--- src/hw/irq_prio_pkg.sv ---
package irq_prio_pkg;
  localparam int ADDR_W = 4;
  localparam int DATA_W = 32;
  localparam int REG_W = 8;
  localparam int NSRC = 7;
  localparam logic [ADDR_W-1:0] PRIO_OFS = 4'h0;
  localparam logic [ADDR_W-1:0] STAT_OFS = 4'h4;
  localparam logic [REG_W-1:0] PRIO_RESET = 8'h00;
  localparam logic [REG_W-1:0] UNUSED_BIT_MASK = 8'h80;
  localparam logic [REG_W-1:0] PRIO_WR_MASK = 8'h7F;
  localparam int SPI_BIT = 6;
  localparam int T2_BIT = 5;
  localparam int U0_BIT = 4;
  localparam int T1_BIT = 3;
  localparam int X1_BIT = 2;
  localparam int T0_BIT = 1;
  localparam int X0_BIT = 0;
  localparam logic [DATA_W-1:0] UNMAPPED_RD = 32'h0000_0000;
  localparam int SRC_IDX_W = 3;
  localparam logic [SRC_IDX_W-1:0] NO_SRC = 3'h7;
  typedef enum logic [2:0] {
    ST_IDLE = 3'b001,
    ST_LOW = 3'b010,
    ST_HIGH = 3'b100
  } svc_state_t;
endpackage

--- src/hw/prio_reg_if.sv ---
`timescale 1ns/1ps
`default_nettype none
interface prio_reg_if;
  import irq_prio_pkg::*;
  logic [REG_W-1:0] level;
  modport owner (output level);
  modport user (input level);
endinterface
`default_nettype wire

--- src/hw/interrupt_priority_select.sv ---
`timescale 1ns/1ps
`default_nettype none
// Overview of operation
// Bit 7 is unused; reads return one, writes are ignored.
// Bit 6 sets SPI interrupt priority; one high, zero low.
// Bit 5 sets timer 2 interrupt priority; one high, zero low.
// Bit 4 sets UART0 interrupt priority; one high, zero low.
// Bit 3 sets timer 1 interrupt priority; one high, zero low.
// Bit 2 sets external interrupt 1 priority; one high, zero low.
// Bit 1 sets timer 0 interrupt priority; one high, zero low.
// Bit 0 sets external interrupt 0 priority; one high, zero low.
// Bits 6 to 0 are read/write and hold until next write or reset.
// High requests preempt low service; low never preempts high.
// Reset clears all priority bits, so every source starts low.
module interrupt_priority_select (
  // Clock and reset
  input wire logic mclk,
  input wire logic rst,
  // Avalon-MM slave
  input wire logic [irq_prio_pkg::ADDR_W-1:0] avs_address,
  input wire logic avs_read,
  input wire logic avs_write,
  input wire logic [3:0] avs_byteenable,
  input wire logic [irq_prio_pkg::DATA_W-1:0] avs_writedata,
  output logic [irq_prio_pkg::DATA_W-1:0] avs_readdata,
  output logic avs_waitrequest,
  // Interrupt sources and core handshake
  input wire logic [irq_prio_pkg::NSRC-1:0] irq_req,
  input wire logic svc_done,
  output logic svc_take,
  output logic [irq_prio_pkg::SRC_IDX_W-1:0] svc_src,
  output logic svc_high,
  // Per-source priority levels
  output logic spi_irq_priority,
  output logic timer2_irq_priority,
  output logic uart0_irq_priority,
  output logic timer1_irq_priority,
  output logic ext_irq1_priority,
  output logic timer0_irq_priority,
  output logic ext_irq0_priority
);
  import irq_prio_pkg::*;

  // ----------------------------------------
  // Bus decode
  // ----------------------------------------
  // One wait cycle per access keeps read data registered.
  logic ack_ff;
  logic [REG_W-1:0] interrupt_priority_level_ff, nxt_level;
  wire req = avs_read || avs_write;
  assign avs_waitrequest = req && !ack_ff;
  wire hit_prio = (avs_address == PRIO_OFS);
  wire hit_stat = (avs_address == STAT_OFS);
  // A write lands at the edge where waitrequest is low, the one edge the master counts.
  wire wr_prio = avs_write && hit_prio && avs_byteenable[0] && ack_ff;
  // Only bits 6..0 are stored; bit 7 is forced on read.
  assign nxt_level = wr_prio ? (avs_writedata[REG_W-1:0] & PRIO_WR_MASK)
                             : interrupt_priority_level_ff;
  wire [REG_W-1:0] level_view = interrupt_priority_level_ff | UNUSED_BIT_MASK;
  prio_reg_if prio_bus ();
  assign prio_bus.level = interrupt_priority_level_ff;

  wire [DATA_W-1:0] stat_view = {{(DATA_W-REG_W){1'b0}}, svc_high, 4'h0, svc_src};
  wire [DATA_W-1:0] rd_mux = hit_prio ? {{(DATA_W-REG_W){1'b0}}, level_view} :
                             hit_stat ? stat_view : UNMAPPED_RD;

  // ----------------------------------------
  // Registers
  // ----------------------------------------
  always_ff @(posedge mclk) begin
    if (rst) begin
      interrupt_priority_level_ff <= PRIO_RESET;
      ack_ff <= 1'b0;
      avs_readdata <= UNMAPPED_RD;
    end else begin
      interrupt_priority_level_ff <= nxt_level;
      ack_ff <= req && !ack_ff;
      if (avs_read && !ack_ff) begin
        avs_readdata <= rd_mux;
      end
    end
  end

  assign spi_irq_priority = interrupt_priority_level_ff[SPI_BIT];
  assign timer2_irq_priority = interrupt_priority_level_ff[T2_BIT];
  assign uart0_irq_priority = interrupt_priority_level_ff[U0_BIT];
  assign timer1_irq_priority = interrupt_priority_level_ff[T1_BIT];
  assign ext_irq1_priority = interrupt_priority_level_ff[X1_BIT];
  assign timer0_irq_priority = interrupt_priority_level_ff[T0_BIT];
  assign ext_irq0_priority = interrupt_priority_level_ff[X0_BIT];

  // ----------------------------------------
  // Arbitration
  // ----------------------------------------
  irq_prio_arbiter u_irq_prio_arbiter (
    .mclk(mclk),
    .rst(rst),
    .prio(prio_bus.user),
    .irq_req(irq_req),
    .svc_done(svc_done),
    .svc_take(svc_take),
    .svc_src(svc_src),
    .svc_high(svc_high)
  );

  // ----------------------------------------
  // Checks
  // ----------------------------------------
  a_top_bit_one: assert property (@(posedge mclk) disable iff (rst)
    (avs_read && hit_prio && !ack_ff) |=> avs_readdata[REG_W-1])
    else $error("unused bit did not read as one");
  a_write_stores: assert property (@(posedge mclk) disable iff (rst)
    wr_prio |=> (interrupt_priority_level_ff == ($past(avs_writedata[REG_W-1:0]) & PRIO_WR_MASK)))
    else $error("priority write not stored");
  // A one-cycle reset clears the register at the edge where rst is sampled high.
  a_hold_value: assert property (@(posedge mclk) disable iff (rst)
    (!rst && !wr_prio) |=> $stable(interrupt_priority_level_ff))
    else $error("priority changed without write");
  a_reset_clear: assert property (@(posedge mclk)
    rst |=> (interrupt_priority_level_ff == PRIO_RESET))
    else $error("reset did not clear priorities");
  a_spi_level: assert property (@(posedge mclk) disable iff (rst)
    (wr_prio && avs_writedata[SPI_BIT]) |=> spi_irq_priority)
    else $error("spi priority not high");
  a_t2_level: assert property (@(posedge mclk) disable iff (rst)
    (wr_prio && !avs_writedata[T2_BIT]) |=> !timer2_irq_priority)
    else $error("timer2 priority not low");
  a_u0_level: assert property (@(posedge mclk) disable iff (rst)
    (wr_prio && avs_writedata[U0_BIT]) |=> uart0_irq_priority)
    else $error("uart0 priority not high");
  a_t1_level: assert property (@(posedge mclk) disable iff (rst)
    (wr_prio && avs_writedata[T1_BIT]) |=> timer1_irq_priority)
    else $error("timer1 priority not high");
  a_x1_level: assert property (@(posedge mclk) disable iff (rst)
    (wr_prio && avs_writedata[X1_BIT]) |=> ext_irq1_priority)
    else $error("ext1 priority not high");
  a_t0_level: assert property (@(posedge mclk) disable iff (rst)
    (wr_prio && avs_writedata[T0_BIT]) |=> timer0_irq_priority)
    else $error("timer0 priority not high");
  a_x0_level: assert property (@(posedge mclk) disable iff (rst)
    (wr_prio && avs_writedata[X0_BIT]) |=> ext_irq0_priority)
    else $error("ext0 priority not high");
  a_bus_answer: assert property (@(posedge mclk) disable iff (rst)
    (req && !ack_ff) |=> !avs_waitrequest)
    else $error("bus answer late");
  a_spi_low: assert property (@(posedge mclk) disable iff (rst)
    (wr_prio && !avs_writedata[SPI_BIT]) |=> !spi_irq_priority)
    else $error("spi priority not low");
  a_t2_high: assert property (@(posedge mclk) disable iff (rst)
    (wr_prio && avs_writedata[T2_BIT]) |=> timer2_irq_priority)
    else $error("timer2 priority not high");
  a_u0_low: assert property (@(posedge mclk) disable iff (rst)
    (wr_prio && !avs_writedata[U0_BIT]) |=> !uart0_irq_priority)
    else $error("uart0 priority not low");
  a_t1_low: assert property (@(posedge mclk) disable iff (rst)
    (wr_prio && !avs_writedata[T1_BIT]) |=> !timer1_irq_priority)
    else $error("timer1 priority not low");
  a_x1_low: assert property (@(posedge mclk) disable iff (rst)
    (wr_prio && !avs_writedata[X1_BIT]) |=> !ext_irq1_priority)
    else $error("ext1 priority not low");
  a_t0_low: assert property (@(posedge mclk) disable iff (rst)
    (wr_prio && !avs_writedata[T0_BIT]) |=> !timer0_irq_priority)
    else $error("timer0 priority not low");
  a_x0_low: assert property (@(posedge mclk) disable iff (rst)
    (wr_prio && !avs_writedata[X0_BIT]) |=> !ext_irq0_priority)
    else $error("ext0 priority not low");

  // ----------------------------------------
  // Bus checks
  // ----------------------------------------
  a_write_at_ack: assert property (@(posedge mclk) disable iff (rst)
    (!rst && avs_write && avs_waitrequest) |=> $stable(interrupt_priority_level_ff))
    else $error("write took effect while waiting");
  a_wait_first: assert property (@(posedge mclk) disable iff (rst)
    (req && !ack_ff) |-> avs_waitrequest)
    else $error("bus answered without a wait cycle");
  a_read_stands: assert property (@(posedge mclk) disable iff (rst)
    (!rst && !(avs_read && !ack_ff)) |=> $stable(avs_readdata))
    else $error("read data changed without a read");
  a_unmapped_zero: assert property (@(posedge mclk) disable iff (rst)
    (avs_read && !hit_prio && !hit_stat && !ack_ff) |=> (avs_readdata == UNMAPPED_RD))
    else $error("unmapped read not zero");
  a_reset_readdata: assert property (@(posedge mclk)
    rst |=> (avs_readdata == UNMAPPED_RD))
    else $error("reset did not clear read data");
  c_write: cover property (@(posedge mclk) disable iff (rst) wr_prio);
  c_read: cover property (@(posedge mclk) disable iff (rst) avs_read && hit_prio && ack_ff);
  c_high_take: cover property (@(posedge mclk) disable iff (rst) svc_take && svc_high);
endmodule
`default_nettype wire

--- src/hw/irq_prio_arbiter.sv ---
`timescale 1ns/1ps
`default_nettype none
module irq_prio_arbiter (
  // Clock and reset
  input wire logic mclk,
  input wire logic rst,
  // Priority levels
  prio_reg_if.user prio,
  // Core interface
  input wire logic [irq_prio_pkg::NSRC-1:0] irq_req,
  input wire logic svc_done,
  output logic svc_take,
  output logic [irq_prio_pkg::SRC_IDX_W-1:0] svc_src,
  output logic svc_high
);
  import irq_prio_pkg::*;

  // ----------------------------------------
  // Selection
  // ----------------------------------------
  // Lower index wins within a level, matching the usual polling order.
  wire [NSRC-1:0] hi_req = irq_req & prio.level[NSRC-1:0];
  wire [NSRC-1:0] lo_req = irq_req & ~prio.level[NSRC-1:0];
  logic [SRC_IDX_W-1:0] hi_idx, lo_idx;
  always_comb begin
    hi_idx = NO_SRC;
    lo_idx = NO_SRC;
    for (int i = NSRC - 1; i >= 0; i--) begin
      if (hi_req[i]) begin
        hi_idx = SRC_IDX_W'(i);
      end
      if (lo_req[i]) begin
        lo_idx = SRC_IDX_W'(i);
      end
    end
  end
  wire any_hi = |hi_req;
  wire any_lo = |lo_req;

  svc_state_t state_ff, nxt_state;
  // A nested low service is remembered so it resumes after the high one.
  logic nested_ff, nxt_nested;
  wire take_hi = any_hi && (state_ff != ST_HIGH);
  wire take_lo = any_lo && !any_hi && (state_ff == ST_IDLE);
  assign svc_take = take_hi || take_lo;

  always_comb begin
    nxt_state = state_ff;
    nxt_nested = nested_ff;
    unique case (state_ff)
      ST_IDLE: begin
        if (take_hi) begin
          nxt_state = ST_HIGH;
        end else if (take_lo) begin
          nxt_state = ST_LOW;
        end
      end
      ST_LOW: begin
        if (take_hi) begin
          nxt_state = ST_HIGH;
          nxt_nested = 1'b1;
        end else if (svc_done) begin
          nxt_state = ST_IDLE;
        end
      end
      ST_HIGH: begin
        if (svc_done) begin
          nxt_state = nested_ff ? ST_LOW : ST_IDLE;
          nxt_nested = 1'b0;
        end
      end
      default: begin
        nxt_state = ST_IDLE;
        nxt_nested = 1'b0;
      end
    endcase
  end

  always_ff @(posedge mclk) begin
    if (rst) begin
      state_ff <= ST_IDLE;
      nested_ff <= 1'b0;
      svc_src <= NO_SRC;
      svc_high <= 1'b0;
    end else begin
      state_ff <= nxt_state;
      nested_ff <= nxt_nested;
      if (svc_take) begin
        svc_src <= take_hi ? hi_idx : lo_idx;
        svc_high <= take_hi;
      end
    end
  end

  a_no_low_preempt: assert property (@(posedge mclk) disable iff (rst)
    (state_ff == ST_HIGH && !svc_done) |=> (state_ff == ST_HIGH && $stable(svc_src)))
    else $error("low request preempted high service");
  a_high_preempts_low: assert property (@(posedge mclk) disable iff (rst)
    (state_ff == ST_LOW && any_hi) |=> (state_ff == ST_HIGH && svc_high))
    else $error("high request did not preempt low service");
  c_nested: cover property (@(posedge mclk) disable iff (rst)
    state_ff == ST_LOW ##1 state_ff == ST_HIGH);
endmodule
`default_nettype wire

--- config.mk ---
export PLATFORM = sky130hd
export DESIGN_NAME = interrupt_priority_select
export DESIGN_NICKNAME = d
export VERILOG_FILES = /design/src/hw/irq_prio_pkg.sv /design/src/hw/prio_reg_if.sv /design/src/hw/interrupt_priority_select.sv /design/src/hw/irq_prio_arbiter.sv
export SDC_FILE = /design/constraint.sdc
export NUM_CORES = 1
export LEC_CHECK = 0
export BUFFER_PORTS_ARGS = -buffer_cell sky130_fd_sc_hd__buf_2
export CORE_AREA = 2 2 60 62
export CTS_CLUSTER_DIAMETER = 200
export CTS_CLUSTER_SIZE = 20
export DETAILED_ROUTE_END_ITERATION = 7
export DIE_AREA = 0 0 62 64
export PLACE_DENSITY = 0.8
export SYNTH_ARGS = -nofsm -noshare
export SYNTH_HDL_FRONTEND = slang
export SYNTH_SLANG_ARGS = --single-unit
--- constraint.sdc ---
create_clock -name mclk -period 5.72 [get_ports mclk]
set_clock_uncertainty 0.2 [all_clocks]
set_input_delay 0.286 -clock mclk [delete_from_list [all_inputs] [get_ports mclk]]
set_output_delay 0.286 -clock mclk [all_outputs]
set_load 0.05 [all_outputs]
==> summary.txt <==
CTS
  • Num CTS Buffers: 3
  • CTS tree: done
  • Later-pin clock latency in the skew report: 0.32 ns
  • CTS Root Cell: clkbuf_4
  • H-Tree Depth: 1
  • Sink Count: 24
  • Clock tree buffer depth: 2
  • Reg clk slew, reported paths: 0.13 ns
  • PostCTS Resize Cnt: 0

Yosys
  • Register area share after synthesis: 33.4%
  • Asr flop ratio synth: 0%
  • Cell taking the most area after synthesis: dfxtp_1
  • Cell count after synthesis: 180
  • Post-synth top area share: 33.4%
  • Post-synthesis mux area share: 7.65%
  • Cell area after synthesis: 1440 sq um
  • Synth Area in Compound Gates: 17.7%
  • Yosys synthesis warning count: 0
  • Area contributors post-synth: dfxtp_1, buf_4, mux2i_1
  • Post-Synth Adder-Cell Area: 0%
  • Number of enable flip-flop cells after synthesis: 0
  • Largest family of logic cells by synthesized area: simple AND/OR/NAND/NOR gates
  • Yosys reg bits: 24
  • Synth unique cells: 37
  • Synth Area in XOR/XNOR: 0%
  • Top-count cell post-synth: buf_4
  • Synth Area per Inst: 8.00 sq um
  • Top post-synthesis cells by count: buf_4, dfxtp_1, nor2_1
  • Simple-gate portion of the synthesized area: 25.9%
  • Synth Flop Type: dfxtp_1

Floorplanning
  • Row count: 21
  • Initial Utilization: 43.8%
  • Core Box Area: 3280 sq um
  • Die area: 3970 sq um
  • Die W: 62 um
  • I/O pin count: 97
  • Die Height: 64 um

Timing
  • Final slew viol count: 0
  • RSZ-0062 raised after global routing: no
  • Rel. slew slack: 56.4%
  • Period utilization: 46.7%
  • Hold Vio Cnt, Final: 0
  • Worst slew pin tran: 0.653 ns
  • Post-layout min period: 2.67 ns
  • Setup TNS: 0 ns
  • Post-route setup slack: 3.05 ns
  • Peak Freq: 0.374 GHz
  • Setup Viol. Count Final: 0

Detailed routing
  • Vias: 1356
  • Drt first pass iters: 4
  • Drt via density: 4.99
  • Final WL: 3.38 mm
  • Initial DRC Count: 47
  • DRC viols: 0
  • Antenna Nets Post-Route: 0
  • Routed len/inst: 12.4 um

Setup path
  • Crit path DAT: 2.19 ns
  • WS Path Type: reg2out
  • Crit path cell chain: a222oi_1 > and3_2 > or2_1 > nand2_1 > buf_2
  • Critical-path top delay cell: a222oi_1
  • CP Capture Type: output pin
  • CP max FO: 7
  • Critical path startpoint category: register
  • Worst EP required: 5.23 ns
  • CP peak stage delay: 0.58 ns

Placement
  • Final GP Congestion: 0.879
  • Dpl hpwl: 2.50 mm
  • Placed insts: 262
  • Worst slack, placed: 3.45 ns
  • # port buffers: 44

Global route
  • Total congestion overflow: 0
  • First-pass GRT wire length: 5.53 mm
  • Vias in the first global route: 1268
  • Largest net degree at the start of global routing: 26
  • Global-route usage over all layers: 18.2%
  • Initial antenna violation count: 0

Power
  • Pwr Density: 254 nW/um^2
  • LEAKAGE: 0.759 nW
  • VDD IR max: 0.114 mV

Finish
  • Final Util: 51.8%
  • Final non-filler cell total: 272
  • N_diodes: 0
  • P&R area growth vs syn: 18.2%
  • Nets: 279
  • Share of layout cells above drive strength 1: 22.6%
  • Fillcell total: 319

Run
  • Max cap viols: 0

Min path
  • Hold Path Class: in2reg

Outcome
  • Status: finished clean
## report_power, final
group	switching, mW	internal (mW)	total (mW)
clock network	0.0519	0.0708	0.123
logic	0.0944	0.0322	0.127
registers	0.00778	0.176	0.184
## path summary, 6_finish.rpt
check	from	endpoint	slack, ns	cells after the start
min	avs_writedata[2]	interrupt_priority_level_ff[2]$_SDFFE_PP0P_	0.02	3
max reg2reg	interrupt_priority_level_ff[4]$_SDFFE_PP0P_	u_irq_prio_arbiter.svc_src[2]$_SDFFE_PP1P_	3.47	5
min reg2reg	avs_readdata[3]$_SDFFE_PP0P_	avs_readdata[3]$_SDFFE_PP0P_	0.27	2
max	interrupt_priority_level_ff[4]$_SDFFE_PP0P_	svc_take	3.05	5
## layer usage
layer	routed length, um	vias to the layer above	global-route usage [%]
met3	231	0	4.05
li1	-	685	-
met4	0	0	4.26
met1	1450	618	23.2
met5	0	-	0
met2	1690	53	30.3
## cell type report
class                   instances  area (sq um)  area share [%]
well taps                      46          57.6            3.38
inverters                       1          3.75           0.220
flip-flops and latches         24           480            28.2
repair buffers                 50           280            16.5
multi-input cells             147           828            48.6
clock inverters                 1          30.0            1.76
clock buffers                   3          22.5            1.32
## repair_timing
action                                 4_1_cts  5_1_grt
endpoints found under the hold margin        6        0
setup buffers                                0        0
hold buffers                                 6        0
## stage by stage
step	hold slack, ns	area (sq um)	power (mW)
after floorplan	0.233	1530	0.297
after global placement	0.245	1590	0.308
after detailed placement	0.245	1590	0.310
after CTS	0.00568	1700	0.437
after global routing	0.0604	1700	0.458
final	0.0212	1700	0.433
## state kept, by name, summed over array words and instances (netlist names)
signal                        cells
ack_ff                            1
u_irq_prio_arbiter.svc_src        3
u_irq_prio_arbiter.svc_high       1
u_irq_prio_arbiter.nested_ff      1
avs_readdata                      8
u_irq_prio_arbiter.state_ff       3
interrupt_priority_level_ff       7
## cells by family after synthesis
kind of cell	after synthesis
simple gates	72
compound gates	40
buf+inv	32
flops	24
mux	11
other cells	1
## critical path, delay by kind of cell (launching register included)
kind,cells,cell delay [ns]
buf+inv,1,0.23
flops,1,0.39
compound gates,1,0.58
simple gates,3,0.66
## layout by cell type, fill, tap and decap left out, types with 2 or more instances in the layout
cell	n
buf_2	44
conb_1	24
dfxtp_1	24
nor2_1	17
nand2_1	15
a21oi_1	15
mux2i_1	11
nand2b_1	9
nor3_1	7
dlygate4sd3_1	6
nor2b_1	5
nand3_1	5
a31oi_1	4
o21ai_0	4
a22oi_1	3
nor3b_1	3
a211oi_1	3
clkbuf_4	3
and4_1	2
nor4_1	2
o21ai_1	2
(Power assumes the default switching activity.)
